### src/verilog/loopback_pkg.sv
// Constants, register map and carrier types for the framer loopback switch.
// Assumes one 25 MHz clock domain and a byte-wide synchronous register port.
package loopback_pkg;

	localparam int          SLOTS          = 32;
	localparam int          SLOT_W         = 5;
	localparam int          CHAN_REGS      = 64;
	localparam int          CHAN_AW        = 6;

	localparam logic [8:0]  LOOP_CFG_OFS   = 9'h014;
	localparam logic [8:0]  TRANSMIT_FRAMING_CONTROL_OFS       = 9'h072;
	localparam logic [8:0]  SBC_BASE_OFS   = 9'h0e0;
	localparam logic [8:0]  SBC_LAST_OFS   = 9'h0ff;
	localparam logic [8:0]  TPC_BASE_OFS   = 9'h100;
	localparam logic [8:0]  TPC_LAST_OFS   = 9'h11f;

	localparam int          FRAMER_LOOP_BIT  = 0;
	localparam int          LINE_LOOP_BIT    = 1;
	localparam int          PAYLOAD_LOOP_BIT = 2;
	localparam int          AIS_OVR_BIT      = 3;
	localparam int          OVH_FROM_SYS_BIT = 0;
	localparam int          REMOTE_LOOP_BIT  = 0;
	localparam int          LOCAL_PCM_BIT    = 0;
	localparam int          LOCAL_SIG_BIT    = 1;

	localparam logic [7:0]  LOOP_CFG_RST   = 8'h00;
	localparam logic [7:0]  TRANSMIT_FRAMING_CONTROL_RST       = 8'h00;
	localparam logic [7:0]  CHAN_CTRL_RST  = 8'h00;
	localparam logic [7:0]  UNMAPPED_READ  = 8'h00;
	localparam int          READ_LATENCY   = 2;
	localparam int          TX_LATENCY     = 2;

	typedef struct packed {
		logic              pos;
		logic              neg;
	} line_pair_t;

	typedef struct packed {
		logic [SLOT_W-1:0] num;
		logic              overhead;
		logic              first;
		logic [7:0]        fmt_byte;
		logic [7:0]        sys_byte;
	} tx_req_t;

	typedef struct packed {
		logic [SLOT_W-1:0] slot;
		logic [7:0]        pcm;
		logic [3:0]        sig;
	} rsb_word_t;

	typedef enum logic [1:0] {SRC_NONE, SRC_LOOP, SRC_TRANSMIT_FRAMING_CONTROL, SRC_CHAN} rd_src_t;

	function automatic logic chan_hit(input logic [8:0] addr);
		return (addr >= SBC_BASE_OFS) && (addr <= TPC_LAST_OFS);
	endfunction

	function automatic logic [CHAN_AW-1:0] chan_index(input logic [8:0] addr);
		logic [8:0] d;
		d = addr - SBC_BASE_OFS;
		return d[CHAN_AW-1:0];
	endfunction

endpackage
### src/verilog/chan_byte_mem.sv
// Small byte memory: one write port, one read port with registered read data.
// Assumes synchronous active-low reset; contents clear to RESET_VAL.
`timescale 1ns/1ps
module chan_byte_mem #(
	parameter int         W         = 8,
	parameter int         DEPTH     = 64,
	parameter int         AW        = 6,
	parameter logic [7:0] RESET_VAL = 8'h00
) (
	input  wire logic          clk,
	input  wire logic          rst_n,
	input  wire logic          wr_en,
	input  wire logic [AW-1:0] wr_addr,
	input  wire logic [W-1:0]  wr_data,
	input  wire logic [AW-1:0] rd_addr,
	output logic      [W-1:0]  rd_data_ff
);
	logic [W-1:0] mem_ff [DEPTH];

	always_ff @(posedge clk) begin
		if (!rst_n) begin
			for (int i = 0; i < DEPTH; i++) begin
				mem_ff[i] <= RESET_VAL[W-1:0];
			end
		end else if (wr_en) begin
			mem_ff[wr_addr] <= wr_data;
		end
	end

	always_ff @(posedge clk) begin
		if (!rst_n) begin
			rd_data_ff <= '0;
		end else begin
			rd_data_ff <= mem_ff[rd_addr];
		end
	end
endmodule

### src/verilog/framer_loopback_switching.sv
// Loopback switch of one framer: line, payload, framer and per-channel loops.
// Assumes line pins are asynchronous; encoder, slot streams and register port
// run on clk.
`timescale 1ns/1ps

module framer_loopback_switching
	import loopback_pkg::*;
(
	input  wire logic              clk,
	input  wire logic              rst_n,
	input  wire logic              reg_cs,
	input  wire logic              reg_wr,
	input  wire logic              reg_rd,
	input  wire logic [8:0]        reg_addr,
	input  wire logic [7:0]        reg_wdata,
	output logic      [7:0]        reg_rdata_ff,
	output logic                   reg_rvalid_ff,
	input  wire logic              rx_line_pos,
	input  wire logic              rx_line_neg,
	input  wire logic              rx_line_clk,
	input  wire logic              enc_pos,
	input  wire logic              enc_neg,
	input  wire logic              enc_stb,
	output logic                   tx_line_pos_ff,
	output logic                   tx_line_neg_ff,
	output logic                   tx_line_stb_ff,
	output logic                   dec_pos_ff,
	output logic                   dec_neg_ff,
	output logic                   dec_stb_ff,
	input  wire logic              rx_slot_valid,
	input  wire logic [SLOT_W-1:0] rx_slot_num,
	input  wire logic [7:0]        rx_slot_byte,
	input  wire logic              rx_frame_end,
	input  wire logic              tx_req_valid,
	input  wire tx_req_t           tx_req,
	output logic                   tx_slot_valid_ff,
	output logic      [7:0]        tx_slot_byte_ff,
	input  wire logic              sys_rx_valid,
	input  wire rsb_word_t         sys_rx_word,
	input  wire logic [7:0]        tsb_pcm,
	input  wire logic [3:0]        tsb_sig,
	output logic                   sys_rx_ready_ff,
	output logic                   rsb_valid_ff,
	input  wire logic              rsb_ready,
	output rsb_word_t              rsb_word_ff
);
	// Register port
	logic [7:0]         loop_cfg_ff;
	logic [7:0]         transmit_framing_control_ff;
	logic [SLOTS-1:0]   remote_loop_ff;
	logic [SLOTS-1:0]   pcm_loop_ff;
	logic [SLOTS-1:0]   sig_loop_ff;
	rd_src_t            rd_src_ff;
	logic               rd_p1_ff;
	logic [7:0]         chan_rdata;

	wire                wr_hit   = reg_cs & reg_wr;
	wire                rd_hit   = reg_cs & reg_rd;
	wire                is_loop  = (reg_addr == LOOP_CFG_OFS);
	wire                is_transmit_framing_control  = (reg_addr == TRANSMIT_FRAMING_CONTROL_OFS);
	wire                is_chan  = chan_hit(reg_addr);
	wire [CHAN_AW-1:0]  chan_idx = chan_index(reg_addr);
	wire                chan_wr  = wr_hit & is_chan;
	wire rd_src_t       rd_src   = is_loop ? SRC_LOOP : is_transmit_framing_control ? SRC_TRANSMIT_FRAMING_CONTROL :
	                               is_chan ? SRC_CHAN : SRC_NONE;

	chan_byte_mem #(
		.W         (8),
		.DEPTH     (CHAN_REGS),
		.AW        (CHAN_AW),
		.RESET_VAL (CHAN_CTRL_RST)
	) u_chan_regs (
		.clk        (clk),
		.rst_n      (rst_n),
		.wr_en      (chan_wr),
		.wr_addr    (chan_idx),
		.wr_data    (reg_wdata),
		.rd_addr    (chan_idx),
		.rd_data_ff (chan_rdata)
	);

	always_ff @(posedge clk) begin
		if (!rst_n) begin
			loop_cfg_ff <= LOOP_CFG_RST;
			transmit_framing_control_ff     <= TRANSMIT_FRAMING_CONTROL_RST;
		end else if (wr_hit) begin
			if (is_loop) loop_cfg_ff <= reg_wdata;
			if (is_transmit_framing_control) transmit_framing_control_ff <= reg_wdata;
		end
	end

	// Channel enables are mirrored in flops so every slot sees them at once
	always_ff @(posedge clk) begin
		if (!rst_n) begin
			remote_loop_ff <= '0;
			pcm_loop_ff    <= '0;
			sig_loop_ff    <= '0;
		end else if (chan_wr && chan_idx[CHAN_AW-1]) begin
			remote_loop_ff[chan_idx[SLOT_W-1:0]] <= reg_wdata[REMOTE_LOOP_BIT];
		end else if (chan_wr) begin
			pcm_loop_ff[chan_idx[SLOT_W-1:0]] <= reg_wdata[LOCAL_PCM_BIT];
			sig_loop_ff[chan_idx[SLOT_W-1:0]] <= reg_wdata[LOCAL_SIG_BIT];
		end
	end

	wire [7:0] rd_mux = (rd_src_ff == SRC_LOOP) ? loop_cfg_ff :
	                    (rd_src_ff == SRC_TRANSMIT_FRAMING_CONTROL) ? transmit_framing_control_ff :
	                    (rd_src_ff == SRC_CHAN) ? chan_rdata : UNMAPPED_READ;

	always_ff @(posedge clk) begin
		if (!rst_n) begin
			rd_p1_ff      <= 1'b0;
			rd_src_ff     <= SRC_NONE;
			reg_rvalid_ff <= 1'b0;
			reg_rdata_ff  <= '0;
		end else begin
			rd_p1_ff      <= rd_hit;
			rd_src_ff     <= rd_src;
			reg_rvalid_ff <= rd_p1_ff;
			reg_rdata_ff  <= rd_p1_ff ? rd_mux : reg_rdata_ff;
		end
	end

	wire line_loop    = loop_cfg_ff[LINE_LOOP_BIT];
	wire framer_loop  = loop_cfg_ff[FRAMER_LOOP_BIT];
	wire payload_loop = loop_cfg_ff[PAYLOAD_LOOP_BIT];
	wire ais_on       = loop_cfg_ff[AIS_OVR_BIT];
	wire ovh_sys      = transmit_framing_control_ff[OVH_FROM_SYS_BIT];

	// Line side: pins pass two flops; third stage only for clock edge
	logic [2:0] rx_s1_ff;
	logic [2:0] rx_s2_ff;
	logic       rx_clk_s3_ff;
	logic       ais_phase_ff;

	always_ff @(posedge clk) begin
		if (!rst_n) begin
			rx_s1_ff     <= '0;
			rx_s2_ff     <= '0;
			rx_clk_s3_ff <= 1'b0;
		end else begin
			rx_s1_ff     <= {rx_line_clk, rx_line_pos, rx_line_neg};
			rx_s2_ff     <= rx_s1_ff;
			rx_clk_s3_ff <= rx_s2_ff[2];
		end
	end

	wire             rx_edge  = rx_s2_ff[2] & ~rx_clk_s3_ff;
	wire line_pair_t rx_pair  = rx_s2_ff[1:0];
	// AIS in bipolar form: alternating marks, one per looped bit
	wire line_pair_t ais_pair = '{pos: ais_phase_ff, neg: ~ais_phase_ff};
	wire line_pair_t looped   = ais_on ? ais_pair : rx_pair;
	wire             tx_stb   = line_loop ? rx_edge : enc_stb;

	always_ff @(posedge clk) begin
		if (!rst_n) begin
			ais_phase_ff <= 1'b0;
		end else if (tx_stb) begin
			ais_phase_ff <= ~ais_phase_ff;
		end
	end

	// Transmit and decoder selects are independent, so both loops may coexist
	always_ff @(posedge clk) begin
		if (!rst_n) begin
			tx_line_pos_ff <= 1'b0;
			tx_line_neg_ff <= 1'b0;
			tx_line_stb_ff <= 1'b0;
			dec_pos_ff     <= 1'b0;
			dec_neg_ff     <= 1'b0;
			dec_stb_ff     <= 1'b0;
		end else begin
			tx_line_pos_ff <= line_loop ? looped.pos : enc_pos;
			tx_line_neg_ff <= line_loop ? looped.neg : enc_neg;
			tx_line_stb_ff <= tx_stb;
			dec_pos_ff     <= framer_loop ? enc_pos : rx_pair.pos;
			dec_neg_ff     <= framer_loop ? enc_neg : rx_pair.neg;
			dec_stb_ff     <= framer_loop ? enc_stb : rx_edge;
		end
	end

	// Payload loop: two-frame buffer; tx reads the last completed frame
	logic              wr_bank_ff;
	logic              rd_bank_ff;
	logic [7:0]        loop_rdata;
	logic              tx_p1_ff;
	logic              p1_ovh_ff;
	logic              p1_loop_ff;
	logic [7:0]        p1_fmt_ff;
	logic [7:0]        p1_sys_ff;

	wire               rd_bank   = tx_req.first ? ~wr_bank_ff : rd_bank_ff;
	wire [SLOT_W:0]    lb_wr_adr = {wr_bank_ff, rx_slot_num};
	wire [SLOT_W:0]    lb_rd_adr = {rd_bank, tx_req.num};
	wire               loop_sel  = payload_loop | remote_loop_ff[tx_req.num];

	chan_byte_mem #(
		.W         (8),
		.DEPTH     (2 * SLOTS),
		.AW        (SLOT_W + 1),
		.RESET_VAL (8'hff)
	) u_loop_buf (
		.clk        (clk),
		.rst_n      (rst_n),
		.wr_en      (rx_slot_valid),
		.wr_addr    (lb_wr_adr),
		.wr_data    (rx_slot_byte),
		.rd_addr    (lb_rd_adr),
		.rd_data_ff (loop_rdata)
	);

	// Frame-granular bank swap makes rate mismatch a whole-frame repeat or
	// drop; no slip error is raised for it
	always_ff @(posedge clk) begin
		if (!rst_n) begin
			wr_bank_ff <= 1'b0;
			rd_bank_ff <= 1'b1;
		end else begin
			if (rx_slot_valid && rx_frame_end) wr_bank_ff <= ~wr_bank_ff;
			if (tx_req_valid && tx_req.first) rd_bank_ff <= ~wr_bank_ff;
		end
	end

	// Slot timing follows the formatter's requests; loop bits only steer data.
	// Signaling is not realigned to the multiframe here.
	always_ff @(posedge clk) begin
		if (!rst_n) begin
			tx_p1_ff   <= 1'b0;
			p1_ovh_ff  <= 1'b0;
			p1_loop_ff <= 1'b0;
			p1_fmt_ff  <= '0;
			p1_sys_ff  <= '0;
		end else begin
			tx_p1_ff   <= tx_req_valid;
			p1_ovh_ff  <= tx_req.overhead;
			p1_loop_ff <= loop_sel;
			p1_fmt_ff  <= tx_req.fmt_byte;
			p1_sys_ff  <= tx_req.sys_byte;
		end
	end

	wire [7:0] ovh_byte = ovh_sys ? p1_sys_ff : p1_fmt_ff;
	wire [7:0] pay_byte = p1_loop_ff ? loop_rdata : p1_sys_ff;

	always_ff @(posedge clk) begin
		if (!rst_n) begin
			tx_slot_valid_ff <= 1'b0;
			tx_slot_byte_ff  <= '0;
		end else begin
			tx_slot_valid_ff <= tx_p1_ff;
			tx_slot_byte_ff  <= p1_ovh_ff ? ovh_byte : pay_byte;
		end
	end

	// Local per-channel loop and two-entry receive-side buffer
	logic       tail_valid_ff;
	rsb_word_t  tail_word_ff;
	logic       nxt_head_valid;
	logic       nxt_tail_valid;
	rsb_word_t  nxt_head;
	rsb_word_t  nxt_tail;

	wire        push     = sys_rx_valid & sys_rx_ready_ff;
	wire        pop      = rsb_valid_ff & rsb_ready;
	wire        pcm_lp   = pcm_loop_ff[sys_rx_word.slot];
	wire        channel_local_signaling_loop_enable   = sig_loop_ff[sys_rx_word.slot];
	wire rsb_word_t in_word = '{slot: sys_rx_word.slot,
	                            pcm:  pcm_lp ? tsb_pcm : sys_rx_word.pcm,
	                            sig:  channel_local_signaling_loop_enable ? tsb_sig : sys_rx_word.sig};

	always_comb begin
		nxt_head_valid = rsb_valid_ff;
		nxt_head       = rsb_word_ff;
		nxt_tail_valid = tail_valid_ff;
		nxt_tail       = tail_word_ff;
		if (pop) begin
			if (tail_valid_ff) begin
				nxt_head       = tail_word_ff;
				nxt_tail_valid = 1'b0;
			end else begin
				nxt_head_valid = 1'b0;
			end
		end
		if (push) begin
			if (!nxt_head_valid) begin
				nxt_head       = in_word;
				nxt_head_valid = 1'b1;
			end else begin
				nxt_tail       = in_word;
				nxt_tail_valid = 1'b1;
			end
		end
	end

	always_ff @(posedge clk) begin
		if (!rst_n) begin
			rsb_valid_ff    <= 1'b0;
			rsb_word_ff     <= '0;
			tail_valid_ff   <= 1'b0;
			tail_word_ff    <= '0;
			sys_rx_ready_ff <= 1'b0;
		end else begin
			rsb_valid_ff    <= nxt_head_valid;
			rsb_word_ff     <= nxt_head;
			tail_valid_ff   <= nxt_tail_valid;
			tail_word_ff    <= nxt_tail;
			sys_rx_ready_ff <= ~nxt_tail_valid;
		end
	end
endmodule

### config.mk
export PLATFORM = sky130hd
export DESIGN_NAME = framer_loopback_switching
export DESIGN_NICKNAME = d
export VERILOG_FILES = /design/src/verilog/loopback_pkg.sv /design/src/verilog/chan_byte_mem.sv /design/src/verilog/framer_loopback_switching.sv
export SDC_FILE = /design/constraint.sdc
export NUM_CORES = 2
export LEC_CHECK = 0
export BUFFER_PORTS_ARGS = -buffer_cell sky130_fd_sc_hd__buf_2
export CAP_MARGIN = 20
export CORE_ASPECT_RATIO = 0.7
export CORE_MARGIN = 2
export CORE_UTILIZATION = 48
export DETAILED_ROUTE_END_ITERATION = 16
export GPL_TIMING_DRIVEN = 0
export PLACE_DENSITY = 0.77
export RECOVER_POWER = 50
export SETUP_SLACK_MARGIN = 0.5
export SLEW_MARGIN = 20
export SYNTH_ARGS = -nofsm -noshare
export SYNTH_HDL_FRONTEND = slang
export SYNTH_HIERARCHICAL = 1
export SYNTH_SLANG_ARGS = --single-unit
export TNS_END_PERCENT = 5
### constraint.sdc
create_clock -name clk -period 2.7 [get_ports clk]
set_input_delay 0.54 -clock clk [delete_from_list [all_inputs] [get_ports clk]]
set_output_delay 0.54 -clock clk [all_outputs]
set_load 0.01 [all_outputs]
==> summary.txt <==
Cells and area
  – Number of nets in the layout: ~4700
  – End-of-flow core utilization: 0.554
  – Post-route cell area: around 0.066 mm^2
  – Final standard cell count with taps included and fillers excluded: roughly 6300
  – Share of cells above drive strength 1: 0.213
  – Area added between synthesis and finish: 14.9%

Floorplan
  – Vert. Die Dim: 293 um
  – Area of the die: 0.122 mm^2
  – X dimension of the die: 417 um
  – Number of ports placed on the die boundary: approximately 140
  – Starting utilization of the core area: 0.482
  – # rows: about 110
  – Core footprint: around 0.12 mm^2

Logic synthesis
  – Dominant register cell in the synthesized netlist: sky130_fd_sc_hd__edfxtp_1
  – Number of enable-type register cells in the synthesized netlist: approximately 1000
  – Most common cell in the netlist: sky130_fd_sc_hd__edfxtp_1
  – Share of Yosys cell area claimed by the top area cell type: 0.536
  – Syn Std Cell Area: 0.0573 mm^2
  – FF+latch count, synth: 1245
  – Top cells by area in the synthesized netlist: sky130_fd_sc_hd__edfxtp_1 (54%), sky130_fd_sc_hd__mux4_2 (9.6%), sky130_fd_sc_hd__dfxtp_1 (7.7%)
  – Avg Inst Size Synth: 13.4 um^2
  – Syn_nets: 4385
  – Cell type with the highest aggregate area in the netlist: sky130_fd_sc_hd__edfxtp_1
  – Share of the yosys chip area belonging to registers: 0.614
  – Gate count of the mapped netlist: 4287
  – Synth top cells by count: sky130_fd_sc_hd__edfxtp_1 (1024), sky130_fd_sc_hd__and2_1 (548), sky130_fd_sc_hd__or3_1 (393), sky130_fd_sc_hd__clkbuf_1 (311), sky130_fd_sc_hd__mux4_2 (245)
  – Ys Warns: 6
  – Distinct cell type count after synthesis: 61
  – Async SR Flop Fraction: 0

Route
  – Routed len/inst: 32.6 um
  – Drt drc: 0
  – Residual antenna-violating net count after detailed routing: 0
  – Initial DRT Pass Iterations: 6
  – Number of design-rule violations left by the first detailed-router iteration: 6928
  – Routed via count divided by cell count: 6.64
  – Post-detailed-routing wire length: approximately 200000 um
  – Total via count after detailed routing: 41564

Clock network
  – Maximum clock insertion buffer count: 3
  – CTS root buf: sky130_fd_sc_hd__clkbuf_16
  – Sink Count: approximately 1200
  – Clock tree from TritonCTS: done
  – Clock edge transition at the registers on the reported setup and hold paths: ~60 ps
  – Insertion delay of the later-clocked pin in the worst-skew pair: 750 ps
  – Total clock buffers created by CTS: 115
  – H-Tree Depth: 3

STA
  – Min cycle time layout: 2800 ps
  – Post-Route Skew: 40.5 ps
  – Fin worst setup slack: -104 ps
  – Final slew viol count: 0
  – RSZ-0062 raised after global routing: yes
  – Setup violations, final: 3
  – Endpoints failing hold: 0
  – Relative max-transition margin: 0.163
  – Fmax: 357 MHz
  – Period Utilization, post-route: 1.04
  – Transition time at the pin with the least slew margin: 1250 ps

Power and ir drop
  – Power per cell area: 636 mW/mm^2
  – PnR Total Power: roughly 0.042 W
  – Leakage Power: just over 20 nW
  – Peak ir drop on the vdd network: 492 uV

Worst hold path
  – Worst hold path stage count: 2
  – Type of the most critical hold path: input port to flip-flop

Flow run
  – Max capacitance violation total: 0

GRT
  – Global-route wire length before repair: 284000 um
  – GRT Overall Usage: 0.327
  – Total congestion overflow after global routing: 0
  – Pin count of the biggest net entering global routing: 21
  – Number of antenna violations at the first check in global routing: 21
  – Via count of the first global-routing pass: between 30000 and 40000

Place
  – Pre-CTS WS: -1120 ps
  – IO buf count: 126
  – Routability congestion estimate: 1.05
  – Placed cells: 5983
  – Dpl cell area: 0.0607 mm^2
  – Post-detail-place hpwl: 144000 um

Setup path
  – Critical Path Fanout Max: 10
  – FF-to-FF path depth: 5
  – WP data required: 3310 ps
  – Crit Path Category: input port to flip-flop
  – Worst endpoint data arrival time: about 3400 ps
  – Type of element launching the critical path: input port
  – Kind of end point of the critical path: flip-flop

Run status
  – Violated checks: setup timing
  – Result of the run: finished with violations
[final cells by class]
type	instances	area, um^2
fill	9342	53100
sequential	1245	35200
multi-input combinational	2627	21500
clock buffer	162	3250
buffer	406	2210
tap	1566	1960
timing repair buffer	175	1170
clock inverter	54	500
inverter	9	38.8
antenna	12	30.0
[layer usage]
| metal | global-route usage | routed length (um) | vias up |
|---|---|---|---|
| met5 | 0 | 126 | - |
| met3 | 0.159 | 38100 | 604 |
| met1 | 0.460 | 75800 | 20468 |
| li1 | - | - | 16589 |
| met2 | 0.434 | 81100 | 3889 |
| met4 | 0.118 | 8420 | 14 |
[worst paths after layout]
check	start	to	slack, ps
min reg2reg	tx_p1_ff	tx_slot_valid_ff	440
max reg2reg	wr_bank_ff	u_loop_buf/mem_ff[14][3]	110
max	tx_req[19]	u_loop_buf/rd_data_ff[0]	-100
min	tx_req[9]	p1_fmt_ff[1]	20
[state kept, by name, indices dropped and copies added, names as in the netlist, 2 cells and up]
name and flops:
transmit_framing_control_ff 8, remote_loop_ff 32, rsb_word_ff 17, p1_sys_ff 8, pcm_loop_ff 32, u_chan_regs/mem_ff 512
rd_src_ff 2, loop_cfg_ff 8, reg_rdata_ff 8, p1_fmt_ff 8, rx_s1_ff 3, rx_s2_ff 3
sig_loop_ff 32, u_loop_buf/mem_ff 512, u_chan_regs/rd_data_ff 8, tail_word_ff 17, u_loop_buf/rd_data_ff 8, tx_slot_byte_ff 8
[power by group]
part	switching (W)	internal, W
registers	0.000209	0.0213
clock network	0.00738	0.00907
logic	0.00273	0.00118
[critical path, cell delays in order]
cell                       delay (ps)
sky130_fd_sc_hd__buf_4            250
sky130_fd_sc_hd__clkbuf_4         450
sky130_fd_sc_hd__clkbuf_2         590
sky130_fd_sc_hd__mux4_2           430
sky130_fd_sc_hd__a211oi_1         640
sky130_fd_sc_hd__a311oi_1         180
sky130_fd_sc_hd__a22o_1           330
[timing repair]
item / CTS / global route
gates resized for setup: 188 / 101
setup buffers: 16 / 16
hold endpoints to repair: 13 / 0
hold buffers: 13 / 0
pin swaps: 13 / 20
setup endpoints to repair: 1838 / 1529
[layout by cell type (no fill, tap or decap), types with 25 or more instances in the layout]
cell type,n
sky130_fd_sc_hd__edfxtp_1,1024
sky130_fd_sc_hd__or3_1,393
sky130_fd_sc_hd__and2_1,381
sky130_fd_sc_hd__clkbuf_1,347
sky130_fd_sc_hd__mux4_2,245
sky130_fd_sc_hd__nand2_1,223
sky130_fd_sc_hd__dfxtp_1,220
sky130_fd_sc_hd__and2_0,167
sky130_fd_sc_hd__nor2_1,143
sky130_fd_sc_hd__mux2i_1,137
sky130_fd_sc_hd__or2_2,130
sky130_fd_sc_hd__o21ai_0,128
sky130_fd_sc_hd__clkbuf_16,118
sky130_fd_sc_hd__buf_2,87
sky130_fd_sc_hd__o21ai_4,87
sky130_fd_sc_hd__a21boi_0,69
sky130_fd_sc_hd__nor2b_1,54
sky130_fd_sc_hd__nand3_1,51
sky130_fd_sc_hd__a21oi_1,45
sky130_fd_sc_hd__buf_4,36
sky130_fd_sc_hd__mux2_2,35
sky130_fd_sc_hd__clkbuf_2,35
sky130_fd_sc_hd__a221oi_1,33
sky130_fd_sc_hd__a22oi_1,27
sky130_fd_sc_hd__a31oi_1,26
sky130_fd_sc_hd__buf_6,26
sky130_fd_sc_hd__o21ai_1,25
[logic make-up (layout without fill, tap and decap cells)]
family          count (synthesis)  in the layout  share of synthesized area
compound gates                577            577                     0.0646
xor+xnor                        2              2                   0.000306
buf+inv                       415            806                     0.0329
flops                        1245           1245                      0.614
mux                           425            425                      0.128
other cells                     0             12                          0
simple gates                 1623           1623                      0.160
[through the flow]
| step | setup TNS [ps] | hold WS (ps) |
|---|---|---|
| after detailed placement | -963950 | 426 |
| after floorplan | 0 | 410 |
| after global routing | 0 | 11.7 |
| after global placement | -1233740 | 415 |
| after CTS | 0 | 0.605 |
| final | -159 | 23.9 |
No activity file was read; power rests on OpenSTA's default activity.
